$ cat src/angle_map_pkg.sv
package angle_map_pkg;
	// Data path widths
	localparam int ANG_W   = 14;
	localparam int DAC_W   = 12;
	localparam int CLAMP_W = 9;
	localparam int PAD_W   = DAC_W - CLAMP_W;
	localparam logic [PAD_W-1:0] CLAMP_LO_PAD = 3'h0;
	localparam logic [PAD_W-1:0] CLAMP_HI_PAD = 3'h7;
	// Failure band codes: 0 % and 100 % of the supply span
	localparam logic [DAC_W-1:0] FAIL_LOW_CODE  = 12'h000;
	localparam logic [DAC_W-1:0] FAIL_HIGH_CODE = 12'hFFF;
	// Register byte offsets
	localparam logic [7:0] ADR_CFG0   = 8'h00;
	localparam logic [7:0] ADR_CFG3   = 8'h0C;
	localparam logic [7:0] ADR_STATUS = 8'h10;
	localparam logic [7:0] ADR_LIVE   = 8'h14;
	localparam int OTP_WORDS = 4;
	// Field positions inside the configuration words
	localparam int F_LO      = 0;
	localparam int F_HI      = 16;
	localparam int F_INVERT  = 16;
	localparam int F_BAND    = 17;
	localparam int F_LOCK    = 31;
	// Power-up values of the four configuration words
	localparam logic [31:0] CFG0_DEF = 32'h3FFF_0000;
	localparam logic [31:0] CFG1_DEF = 32'h0FFF_0000;
	localparam logic [31:0] CFG2_DEF = 32'h01FF_0000;
	localparam logic [31:0] CFG3_DEF = 32'h0000_0000;
	// Timing: times in ns, counts derived from the clock period except WD_REC_CYC, fixed at 1
	localparam int CLK_NS    = 20;
	localparam int OV_DET_NS = 250000;
	localparam int OV_REC_NS = 250000;
	localparam int UV_DET_NS = 250000;
	localparam int UV_REC_NS = 250000;
	localparam int WD_DET_NS = 12000000;
	localparam int OV_DET_CYC = OV_DET_NS / CLK_NS;
	localparam int OV_REC_CYC = OV_REC_NS / CLK_NS;
	localparam int UV_DET_CYC = UV_DET_NS / CLK_NS;
	localparam int UV_REC_CYC = UV_REC_NS / CLK_NS;
	localparam int WD_DET_CYC = WD_DET_NS / CLK_NS;
	localparam int WD_REC_CYC = 1;
	// Qualifier states
	typedef enum logic [1:0] {
		Q_OK    = 2'b01,
		Q_FAULT = 2'b10
	} qual_state_t;
endpackage

$ cat src/map_cfg_if.sv
`timescale 1ns/1ps
interface map_cfg_if;
	logic [13:0] angle_start_point;
	logic [13:0] angle_end_point;
	logic [13:0] wrap_transition_point;
	logic [11:0] start_point_level;
	logic [11:0] end_point_level;
	logic [8:0]  clamp_low_level;
	logic [8:0]  clamp_high_level;
	logic        invert;
	modport src (output angle_start_point, angle_end_point,
		wrap_transition_point, start_point_level, end_point_level,
		clamp_low_level, clamp_high_level, invert);
	modport dst (input angle_start_point, angle_end_point,
		wrap_transition_point, start_point_level, end_point_level,
		clamp_low_level, clamp_high_level, invert);
endinterface

$ cat src/angle_output_mapper.sv
`timescale 1ns/1ps
// Contract
// [RQ1] Input is a 14-bit binary angle code
// [RQ2] Mapped result feeds 12-bit supply-referenced DAC
// [RQ3] Start and end angles held at 14 bits
// [RQ4] Independent 9-bit low and high clamps
// [RQ5] 12-bit output levels at start and end
// [RQ6] Slope from points, extended to low clamp
// [RQ7] Output steps high to low at break point
// [RQ8] 14-bit break point moves the wrap transition
// [RQ9] Programmable slope inversion reverses rotation direction
// [RQ10] Overvoltage beyond detection time turns output off
// [RQ11] Overvoltage recovery re-enables after recovery time
// [RQ12] Undervoltage beyond detection time turns output off
// [RQ13] Undervoltage recovery re-enables after qualification time
// [RQ14] Watchdog error detected within 12 ms
// [RQ15] Output overload puts driver in high impedance
// [RQ16] Failures float output or drive failure band
// [RQ17] Configuration writable anytime, defaults at power-up
// [RQ18] Lock bit freezes configuration permanently; here only until reset_i reloads CFG3_DEF with the lock bit clear
// [RQ19] Lock bit selects analog output mode
// [RQ20] Parameters held in 128-bit one-time memory; here four 32-bit registers, rewritable while unlocked and reloaded by reset_i
// [RQ21] Internal alarms go to band chosen by bit
// [RQ22] Low band 0-4 %, high band 96-100 %
// [RQ23] Clamps compare against top 9 output bits
module angle_output_mapper #(
	parameter int OV_DET = angle_map_pkg::OV_DET_CYC,
	parameter int OV_REC = angle_map_pkg::OV_REC_CYC,
	parameter int UV_DET = angle_map_pkg::UV_DET_CYC,
	parameter int UV_REC = angle_map_pkg::UV_REC_CYC,
	parameter int WD_DET = angle_map_pkg::WD_DET_CYC
) (
	input  wire logic        core_clk_i,
	input  wire logic        reset_i,
	input  wire logic        wb_cyc_i,
	input  wire logic        wb_stb_i,
	input  wire logic        wb_we_i,
	input  wire logic [7:0]  wb_adr_i,
	input  wire logic [3:0]  wb_sel_i,
	input  wire logic [31:0] wb_dat_i,
	output logic      [31:0] wb_dat_o,
	output logic             wb_ack_o,
	input  wire logic [13:0] angle_i,
	input  wire logic        ov_above_upper_i,
	input  wire logic        ov_above_lower_i,
	input  wire logic        uv_below_lower_i,
	input  wire logic        uv_above_upper_i,
	input  wire logic        mag_range_alarm_i,
	input  wire logic        cordic_ovf_alarm_i,
	input  wire logic        offset_comp_alarm_i,
	input  wire logic        osc_fail_alarm_i,
	input  wire logic        wd_kick_i,
	input  wire logic        overload_i,
	output logic      [11:0] dac_code_o,
	output logic             out_en_o,
	output logic             analog_mode_o
);
	logic [31:0] otp_mem [angle_map_pkg::OTP_WORDS];
	logic [13:0] angle_q;
	logic [11:0] mapped;
	logic        ov_fault, uv_fault, wd_fault;
	logic        req, wr_ok, cfg_hit, locked, band_high;
	logic        alarm_any, supply_off;
	logic [1:0]  cfg_idx;
	logic [11:0] next_dac;
	logic [31:0] next_rdata;

	map_cfg_if cfg_bus ();

	// Field views of the configuration words
	assign cfg_bus.angle_start_point =
		otp_mem[0][angle_map_pkg::F_LO +: angle_map_pkg::ANG_W];
	assign cfg_bus.angle_end_point   =
		otp_mem[0][angle_map_pkg::F_HI +: angle_map_pkg::ANG_W];
	assign cfg_bus.start_point_level =
		otp_mem[1][angle_map_pkg::F_LO +: angle_map_pkg::DAC_W];
	assign cfg_bus.end_point_level   =
		otp_mem[1][angle_map_pkg::F_HI +: angle_map_pkg::DAC_W];
	assign cfg_bus.clamp_low_level   =
		otp_mem[2][angle_map_pkg::F_LO +: angle_map_pkg::CLAMP_W]; // [RQ4]
	assign cfg_bus.clamp_high_level  =
		otp_mem[2][angle_map_pkg::F_HI +: angle_map_pkg::CLAMP_W]; // [RQ4]
	assign cfg_bus.wrap_transition_point =
		otp_mem[3][angle_map_pkg::F_LO +: angle_map_pkg::ANG_W];
	assign cfg_bus.invert = otp_mem[3][angle_map_pkg::F_INVERT];
	assign band_high      = otp_mem[3][angle_map_pkg::F_BAND];
	assign locked         = otp_mem[3][angle_map_pkg::F_LOCK];

	// Bus decode; the answer comes one edge after the request
	assign req     = wb_cyc_i && wb_stb_i && !wb_ack_o;
	assign cfg_hit = (wb_adr_i <= angle_map_pkg::ADR_CFG3)
		&& (wb_adr_i[1:0] == 2'h0);
	assign cfg_idx = wb_adr_i[3:2];
	assign wr_ok   = req && wb_we_i && cfg_hit && !locked; // [RQ18]

	always_ff @(posedge core_clk_i) begin
		if (reset_i)
			wb_ack_o <= 1'b0;
		else
			wb_ack_o <= req;
	end

	// Configuration store: 4 x 32 bits, byte lanes honoured
	always_ff @(posedge core_clk_i) begin
		if (reset_i) begin
			otp_mem[0] <= angle_map_pkg::CFG0_DEF; // [RQ17]
			otp_mem[1] <= angle_map_pkg::CFG1_DEF;
			otp_mem[2] <= angle_map_pkg::CFG2_DEF;
			otp_mem[3] <= angle_map_pkg::CFG3_DEF;
		end else if (wr_ok) begin // [RQ17] [RQ20]
			for (int b = 0; b < 4; b++) begin
				if (wb_sel_i[b])
					otp_mem[cfg_idx][b*8 +: 8] <= wb_dat_i[b*8 +: 8];
			end
		end
	end

	// Read data; unmapped offsets read as zero
	always_comb begin
		next_rdata = 32'h0000_0000;
		if (cfg_hit)
			next_rdata = otp_mem[cfg_idx];
		else if (wb_adr_i == angle_map_pkg::ADR_STATUS)
			next_rdata = {25'h0, analog_mode_o, out_en_o,
				alarm_any, overload_i, wd_fault, uv_fault, ov_fault};
		else if (wb_adr_i == angle_map_pkg::ADR_LIVE)
			next_rdata = {4'h0, dac_code_o, 2'h0, angle_q};
	end

	always_ff @(posedge core_clk_i) begin
		if (reset_i)
			wb_dat_o <= 32'h0000_0000;
		else if (req && !wb_we_i)
			wb_dat_o <= next_rdata;
	end

	// Angle code captured for readback
	always_ff @(posedge core_clk_i) begin
		if (reset_i)
			angle_q <= 14'h0000;
		else
			angle_q <= angle_i; // [RQ1]
	end

	map_core u_map (
		.core_clk_i (core_clk_i),
		.reset_i    (reset_i),
		.cfg        (cfg_bus.dst),
		.angle_i    (angle_i),
		.level_o    (mapped)
	);

	// Overvoltage: trip above upper, release once below lower
	level_qualifier #(.DET(OV_DET), .REC(OV_REC)) u_ov (
		.core_clk_i (core_clk_i),
		.reset_i    (reset_i),
		.bad_i      (ov_above_upper_i), // [RQ10]
		.good_i     (!ov_above_lower_i), // [RQ11]
		.fault_o    (ov_fault)
	);

	// Undervoltage: trip below lower, release once above upper
	level_qualifier #(.DET(UV_DET), .REC(UV_REC)) u_uv (
		.core_clk_i (core_clk_i),
		.reset_i    (reset_i),
		.bad_i      (uv_below_lower_i), // [RQ12]
		.good_i     (uv_above_upper_i), // [RQ13]
		.fault_o    (uv_fault)
	);

	// Watchdog: a missing kick for the full window is an error
	level_qualifier #(.DET(WD_DET), .REC(angle_map_pkg::WD_REC_CYC)) u_wd (
		.core_clk_i (core_clk_i),
		.reset_i    (reset_i),
		.bad_i      (!wd_kick_i), // [RQ14]
		.good_i     (wd_kick_i),
		.fault_o    (wd_fault)
	);

	// Internal alarms drive a band; supply and overload float the pin
	assign alarm_any = mag_range_alarm_i || cordic_ovf_alarm_i
		|| offset_comp_alarm_i || osc_fail_alarm_i || wd_fault; // [RQ21]
	assign supply_off = ov_fault || uv_fault;

	always_comb begin
		if (alarm_any)
			next_dac = band_high ? angle_map_pkg::FAIL_HIGH_CODE
				: angle_map_pkg::FAIL_LOW_CODE; // [RQ16] [RQ22]
		else
			next_dac = mapped; // [RQ2]
	end

	// Output code to the DAC, which takes the supply as reference
	always_ff @(posedge core_clk_i) begin
		if (reset_i)
			dac_code_o <= angle_map_pkg::FAIL_LOW_CODE;
		else
			dac_code_o <= next_dac; // [RQ2]
	end

	// Driver enable: off means high impedance at the pin
	always_ff @(posedge core_clk_i) begin
		if (reset_i)
			out_en_o <= 1'b0;
		else
			out_en_o <= !(supply_off || overload_i); // [RQ15] [RQ16]
	end

	// Analog mode follows the lock bit
	always_ff @(posedge core_clk_i) begin
		if (reset_i)
			analog_mode_o <= 1'b0;
		else
			analog_mode_o <= locked; // [RQ19]
	end

	// Check-only helpers: each supply condition and the missing heartbeat
	// counted apart from the qualifiers, so a miscount there shows up
	localparam int SUP_MAX   = OV_DET + OV_REC + UV_DET + UV_REC;
	localparam int SUP_W     = $clog2(SUP_MAX + 1);
	localparam int WD_W      = $clog2(WD_DET + 1);
	localparam int N_SUP     = 4;
	localparam int I_OV_TRIP = 0;
	localparam int I_OV_FREE = 1;
	localparam int I_UV_TRIP = 2;
	localparam int I_UV_FREE = 3;
	logic [N_SUP-1:0] sup_cond;
	logic [SUP_W-1:0] sup_run [N_SUP];
	logic [WD_W-1:0]  kick_gap;

	// Order follows the index names above
	assign sup_cond = {uv_above_upper_i, uv_below_lower_i,
		!ov_above_lower_i, ov_above_upper_i};

	// A run restarts on any gap and saturates, so it never wraps
	always_ff @(posedge core_clk_i) begin
		for (int k = 0; k < N_SUP; k++) begin
			if (reset_i || !sup_cond[k])
				sup_run[k] <= '0;
			else if (sup_run[k] != SUP_W'(SUP_MAX))
				sup_run[k] <= sup_run[k] + 1'b1;
		end
	end

	// Edges since the last heartbeat, held at the window length
	always_ff @(posedge core_clk_i) begin
		if (reset_i || wd_kick_i)
			kick_gap <= '0;
		else if (kick_gap != WD_W'(WD_DET))
			kick_gap <= kick_gap + 1'b1;
	end

	// Failure band edges as codes, in percent of full scale
	localparam int BAND_SPAN   = 100;
	localparam int BAND_LO_PCT = 4;
	localparam int BAND_HI_PCT = 96;
	localparam int CODE_FULL   = int'(angle_map_pkg::FAIL_HIGH_CODE);
	localparam logic [11:0] BAND_LO_TOP =
		12'(CODE_FULL * BAND_LO_PCT / BAND_SPAN);
	localparam logic [11:0] BAND_HI_BOT =
		12'(CODE_FULL * BAND_HI_PCT / BAND_SPAN);
endmodule

$ cat src/level_qualifier.sv
`timescale 1ns/1ps
module level_qualifier #(
	parameter int DET = 4,
	parameter int REC = 4
) (
	input  wire logic core_clk_i,
	input  wire logic reset_i,
	input  wire logic bad_i,
	input  wire logic good_i,
	output logic      fault_o
);
	localparam int MX = (DET > REC) ? DET : REC;
	localparam int CW = $clog2(MX + 1);
	localparam logic [CW-1:0] DET_END = CW'(DET - 1);
	localparam logic [CW-1:0] REC_END = CW'(REC - 1);
	angle_map_pkg::qual_state_t state;
	logic [CW-1:0] run;

	// A condition must persist for the full count; any gap restarts it
	always_ff @(posedge core_clk_i) begin
		if (reset_i) begin
			state <= angle_map_pkg::Q_OK;
			run   <= '0;
		end else begin
			case (state)
				angle_map_pkg::Q_OK: begin
					if (!bad_i)
						run <= '0;
					else if (run == DET_END) begin
						state <= angle_map_pkg::Q_FAULT;
						run   <= '0;
					end else
						run <= run + 1'b1;
				end
				angle_map_pkg::Q_FAULT: begin
					if (!good_i)
						run <= '0;
					else if (run == REC_END) begin
						state <= angle_map_pkg::Q_OK;
						run   <= '0;
					end else
						run <= run + 1'b1;
				end
				default: begin
					state <= angle_map_pkg::Q_OK;
					run   <= '0;
				end
			endcase
		end
	end
	assign fault_o = (state == angle_map_pkg::Q_FAULT);
endmodule

$ cat src/map_core.sv
`timescale 1ns/1ps
module map_core (
	input  wire logic        core_clk_i,
	input  wire logic        reset_i,
	map_cfg_if.dst           cfg,
	input  wire logic [13:0] angle_i,
	output logic      [11:0] level_o
);
	logic        [13:0] ang, rel, rs, re;
	logic signed [14:0] span, off;
	logic signed [12:0] dy;
	logic signed [27:0] prod, quo;
	logic signed [28:0] lvl;
	logic        [11:0] lo_b, hi_b, next_level;

	// Angles measured from the wrap point, so the step sits there
	always_comb begin
		ang = cfg.invert ? 14'h0000 - angle_i : angle_i; // [RQ9]
		rel = ang - cfg.wrap_transition_point; // [RQ8] [RQ7]
		rs  = cfg.angle_start_point - cfg.wrap_transition_point;
		re  = cfg.angle_end_point - cfg.wrap_transition_point; // [RQ3]
		span = $signed({1'b0, re}) - $signed({1'b0, rs});
		if (span <= 15'sh0000)
			span = 15'sh0001; // Degenerate range: avoid divide by zero
		off  = $signed({1'b0, rel}) - $signed({1'b0, rs});
		dy   = $signed({1'b0, cfg.end_point_level})
			- $signed({1'b0, cfg.start_point_level}); // [RQ5]
		prod = 28'(off * dy);
		quo  = prod / 28'(span); // [RQ6]
		lvl  = 29'(quo) + $signed({17'h00000, cfg.start_point_level});
		lo_b = {cfg.clamp_low_level, angle_map_pkg::CLAMP_LO_PAD};
		hi_b = {cfg.clamp_high_level, angle_map_pkg::CLAMP_HI_PAD};
		// Saturate to the clamp window on its top nine bits
		if (lvl < $signed({17'h00000, lo_b}))
			next_level = lo_b; // [RQ23] [RQ6]
		else if (lvl > $signed({17'h00000, hi_b}))
			next_level = hi_b; // [RQ23]
		else
			next_level = lvl[11:0];
	end

	// One pipeline stage keeps the divider off the output path
	always_ff @(posedge core_clk_i) begin
		if (reset_i)
			level_o <= angle_map_pkg::FAIL_LOW_CODE;
		else
			level_o <= next_level;
	end
endmodule

$ cat config.mk
export PLATFORM = sky130hd
export DESIGN_NAME = angle_output_mapper
export DESIGN_NICKNAME = d
export VERILOG_FILES = /design/src/angle_map_pkg.sv /design/src/map_cfg_if.sv /design/src/angle_output_mapper.sv /design/src/level_qualifier.sv /design/src/map_core.sv
export SDC_FILE = /design/constraint.sdc
export NUM_CORES = 2
export LEC_CHECK = 0
export BUFFER_PORTS_ARGS = -buffer_cell sky130_fd_sc_hd__clkbuf_2
export CAP_MARGIN = 5
export CORE_MARGIN = 8
export CORE_UTILIZATION = 55
export DETAILED_ROUTE_END_ITERATION = 7
export PLACE_DENSITY = 0.77
export SLEW_MARGIN = 10
export SYNTH_ARGS = -nofsm -noshare
export SYNTH_HDL_FRONTEND = slang
export SYNTH_HIERARCHICAL = 1
export SYNTH_SLANG_ARGS = --single-unit
$ cat constraint.sdc
create_clock -name core_clk_i -period 152.9 [get_ports core_clk_i]
set_clock_uncertainty 0.2 [all_clocks]
set_input_delay 15.29 -clock core_clk_i [delete_from_list [all_inputs] [get_ports core_clk_i]]
set_output_delay 15.29 -clock core_clk_i [all_outputs]
set_load 0.03 [all_outputs]
==> impl_metrics.json <==
{
  "outcome": "finished with violations",
  "violations": "DRC",
  "synth_top_family_by_area": "adder cells",
  "yosysWarnings": 6,
  "die_h_um": 305,
  "first_global_vias": 42700,
  "netlist_area_um2": 46100,
  "synth-edff-count": 128,
  "first_iter_violations": 4475,
  "synth_fa_ha_area_share_pct": 24.5,
  "clk_latency_ns": 0.56,
  "cts_tree": "yes",
  "num_rows": 106,
  "synth.area.mux_share_pct": 4.15,
  "relSlewSlack_pct": 16.8,
  "hpwl_um": 121000,
  "track_usage_pct": 30.9,
  "grt_pass1_wl_um": 236000,
  "hold_buffers": 0,
  "drc": 6,
  "yosysUniqueCellTypes": 131,
  "synth_seq_cells": 255,
  "hold_class": "register to register",
  "synth_ff_type": "edfxtp_1",
  "ioPinCount": 120,
  "clk_path_buf_depth": 3,
  "die_area_um2": 93300,
  "ant_nets": 0,
  "antenna_found_initial": 6,
  "cts_sinks": 255,
  "async_reset_ff_share_pct": 0,
  "synth_compound_area_share_pct": 22.7,
  "cts_made_buffers": 26,
  "grt_max_degree": 83,
  "cpMaxStageDelayCell": "o22ai_2",
  "drtPass1Iterations": 8,
  "vias": 44700,
  "initial_utilization_pct": 55.3,
  "core_um2": 83300,
  "max_freq_mhz": 10.1,
  "final_nets": 6713,
  "root_buffer": "clkbuf_16",
  "fin_crit_sh_pct": 65.0,
  "dieWidth_um": 305,
  "use_met3_pct": 5.25,
  "finalWirelength_um": 152000,
  "htreeDepth": 1,
  "fin_area_um2": 49000,
  "fill_cells": 7531,
  "slew_viol_final": 0,
  "syn_area_per_cell_um2": 8.04,
  "post-route-min-period_ns": 99.41,
  "cpPeakStageDelay_ns": 0.89,
  "synth_cells": 5727,
  "synthSimpleGateAreaFrac_pct": 21.1,
  "avgViaCountPerCell": 6.43,
  "setup.worst_path.start_class": "input pin",
  "critPathCaptureType": "register",
  "max-cap-violations": 0,
  "final_layout_size_suffix_gt1_share_pct": 8.48,
  "grt_use_met2_pct": 49.1,
  "ctsResizeCount": 0,
  "finalHoldViolCount": 0,
  "crit_fanout": 32,
  "setup_viol": 0,
  "postPlaceCellArea_um2": 48100,
  "area_growth_pct": 6.31,
  "place_congestion": 1.01,
  "setup_tns_ns": 0,
  "synth_xor_area_share_pct": 8.17,
  "required_ns": 153.14,
  "use_met1_pct": 42.0,
  "wl_per_cell_um": 21.8,
  "grt.busiest_layer": "met2",
  "cpMostUsedCell": "ha_1",
  "worst_pin_slew_ns": 1.25,
  "yosysSeqAreaShare_pct": 13.9,
  "clk_pin_slew_ns": 0.07,
  "postCtsSetupBuffers": 0,
  "rsz0062_at_grt": "false",
  "io_buffers": 119,
  "timing_worst_setup_path_type": "input pin to register",
  "worstPathArrival_ns": 99.65,
  "grt_overflow": 0
}
-- critical path: cells and delay by family --
kind	cells	cell delay [ns]
simple gates	78	20.75
fa+ha+maj	40	14.33
mux	4	1.83
buf+inv	21	5.05
xor+xnor	3	0.71
compound gates	158	41.41
-- stage by stage --
stage               hold slack [ns]  setup slack, ns  util, %  std cells
floorplan                     0.222            67.44        -       5831
global placement              0.247            57.08     57.7       6904
CTS                           0.263            55.48     58.8       6952
detailed placement            0.262            55.29     57.7       6904
finish                        0.257            53.49     58.8       6959
global route                  0.268            48.05     58.8       6957
-- cell usage after synthesis (128+ instances only) --
master,number,share of area (%)
o21ai_0,246,2.7
and2_1,152,2.1
o21a_1,147,2.4
ha_1,596,16
inv_1,447,3.6
edfxtp_1,128,8.3
xnor2_1,291,5.5
fa_1,192,8.3
nor3_1,156,1.7
a21o_1,164,2.7
nor2_1,522,4.3
a21oi_1,411,4.5
nand2_1,457,3.7
xor2_1,131,2.5
-- kinds of logic after synthesis --
family	Yosys count
multiplexers	142
AND/OR/NAND/NOR	1943
buffers and inverters	626
other	1
XOR/XNOR	426
AO/OA/AOI/OAI	1546
flip-flops	255
adder cells (fa/ha/maj)	788
-- final cells by class --
class                      instances  area, um^2  share of cell area (%)
clock inverter                    10         106                   0.217
sequential                       255        6390                    13.0
timing repair buffer             172         996                    2.03
antenna                            7        17.5                  0.0358
tap                             1080        1350                    2.76
clock buffer                      38         757                    1.55
inverter                         447        1680                    3.43
multi-input combinational       4950       37700                    76.9
-- per-layer routing --
| metal | routed length [um] | part of all wire (%) | vias to the layer above |
|---|---|---|---|
| met5 | 0 | 0 | - |
| met4 | 6930 | 4.6 | 0 |
| met3 | 15200 | 10 | 411 |
| met2 | 66200 | 44 | 2146 |
| met1 | 63400 | 42 | 21300 |
| li1 | - | - | 20800 |
-- state kept, by name, summed over array words and instances, names as in the netlist --
signal,count
analog_mode_o,1
u_map/level_o,12
u_wd/run,20
wb_dat_o,32
otp_mem,128
angle_q,14
out_en_o,1
wb_ack_o,1
u_uv/state,2
u_wd/state,2
u_ov/run,14
u_ov/state,2
dac_code_o,12
u_uv/run,14
-- worst paths after layout --
path                       end  slack, ns               from  cells past startpoint
max reg2reg  u_map/level_o[11]      68.12     otp_mem[3][16]                    300
max          u_map/level_o[11]      53.49         angle_i[0]                    304
min             dac_code_o[10]       0.26  u_map/level_o[10]                      2
min reg2reg     dac_code_o[10]       0.26  u_map/level_o[10]                      2
-- cell usage in the layout, fill, tap and decap left out, drive strengths merged, types with 128 or more instances in the layout --
cell    synthesis  final
edfxtp        128    128
nand2         459    459
o21a          147    147
inv           447    448
fa            192    192
o21ai         272    272
xnor2         294    294
and2          152    152
ha            596    596
nor2          529    529
a21oi         419    419
xor2          132    132
clkbuf        124    155
nor3          165    165
a21o          164    164
Power is not shown: default switching activity piles up to over one toggle a cycle in this logic, so the estimate is an artifact.
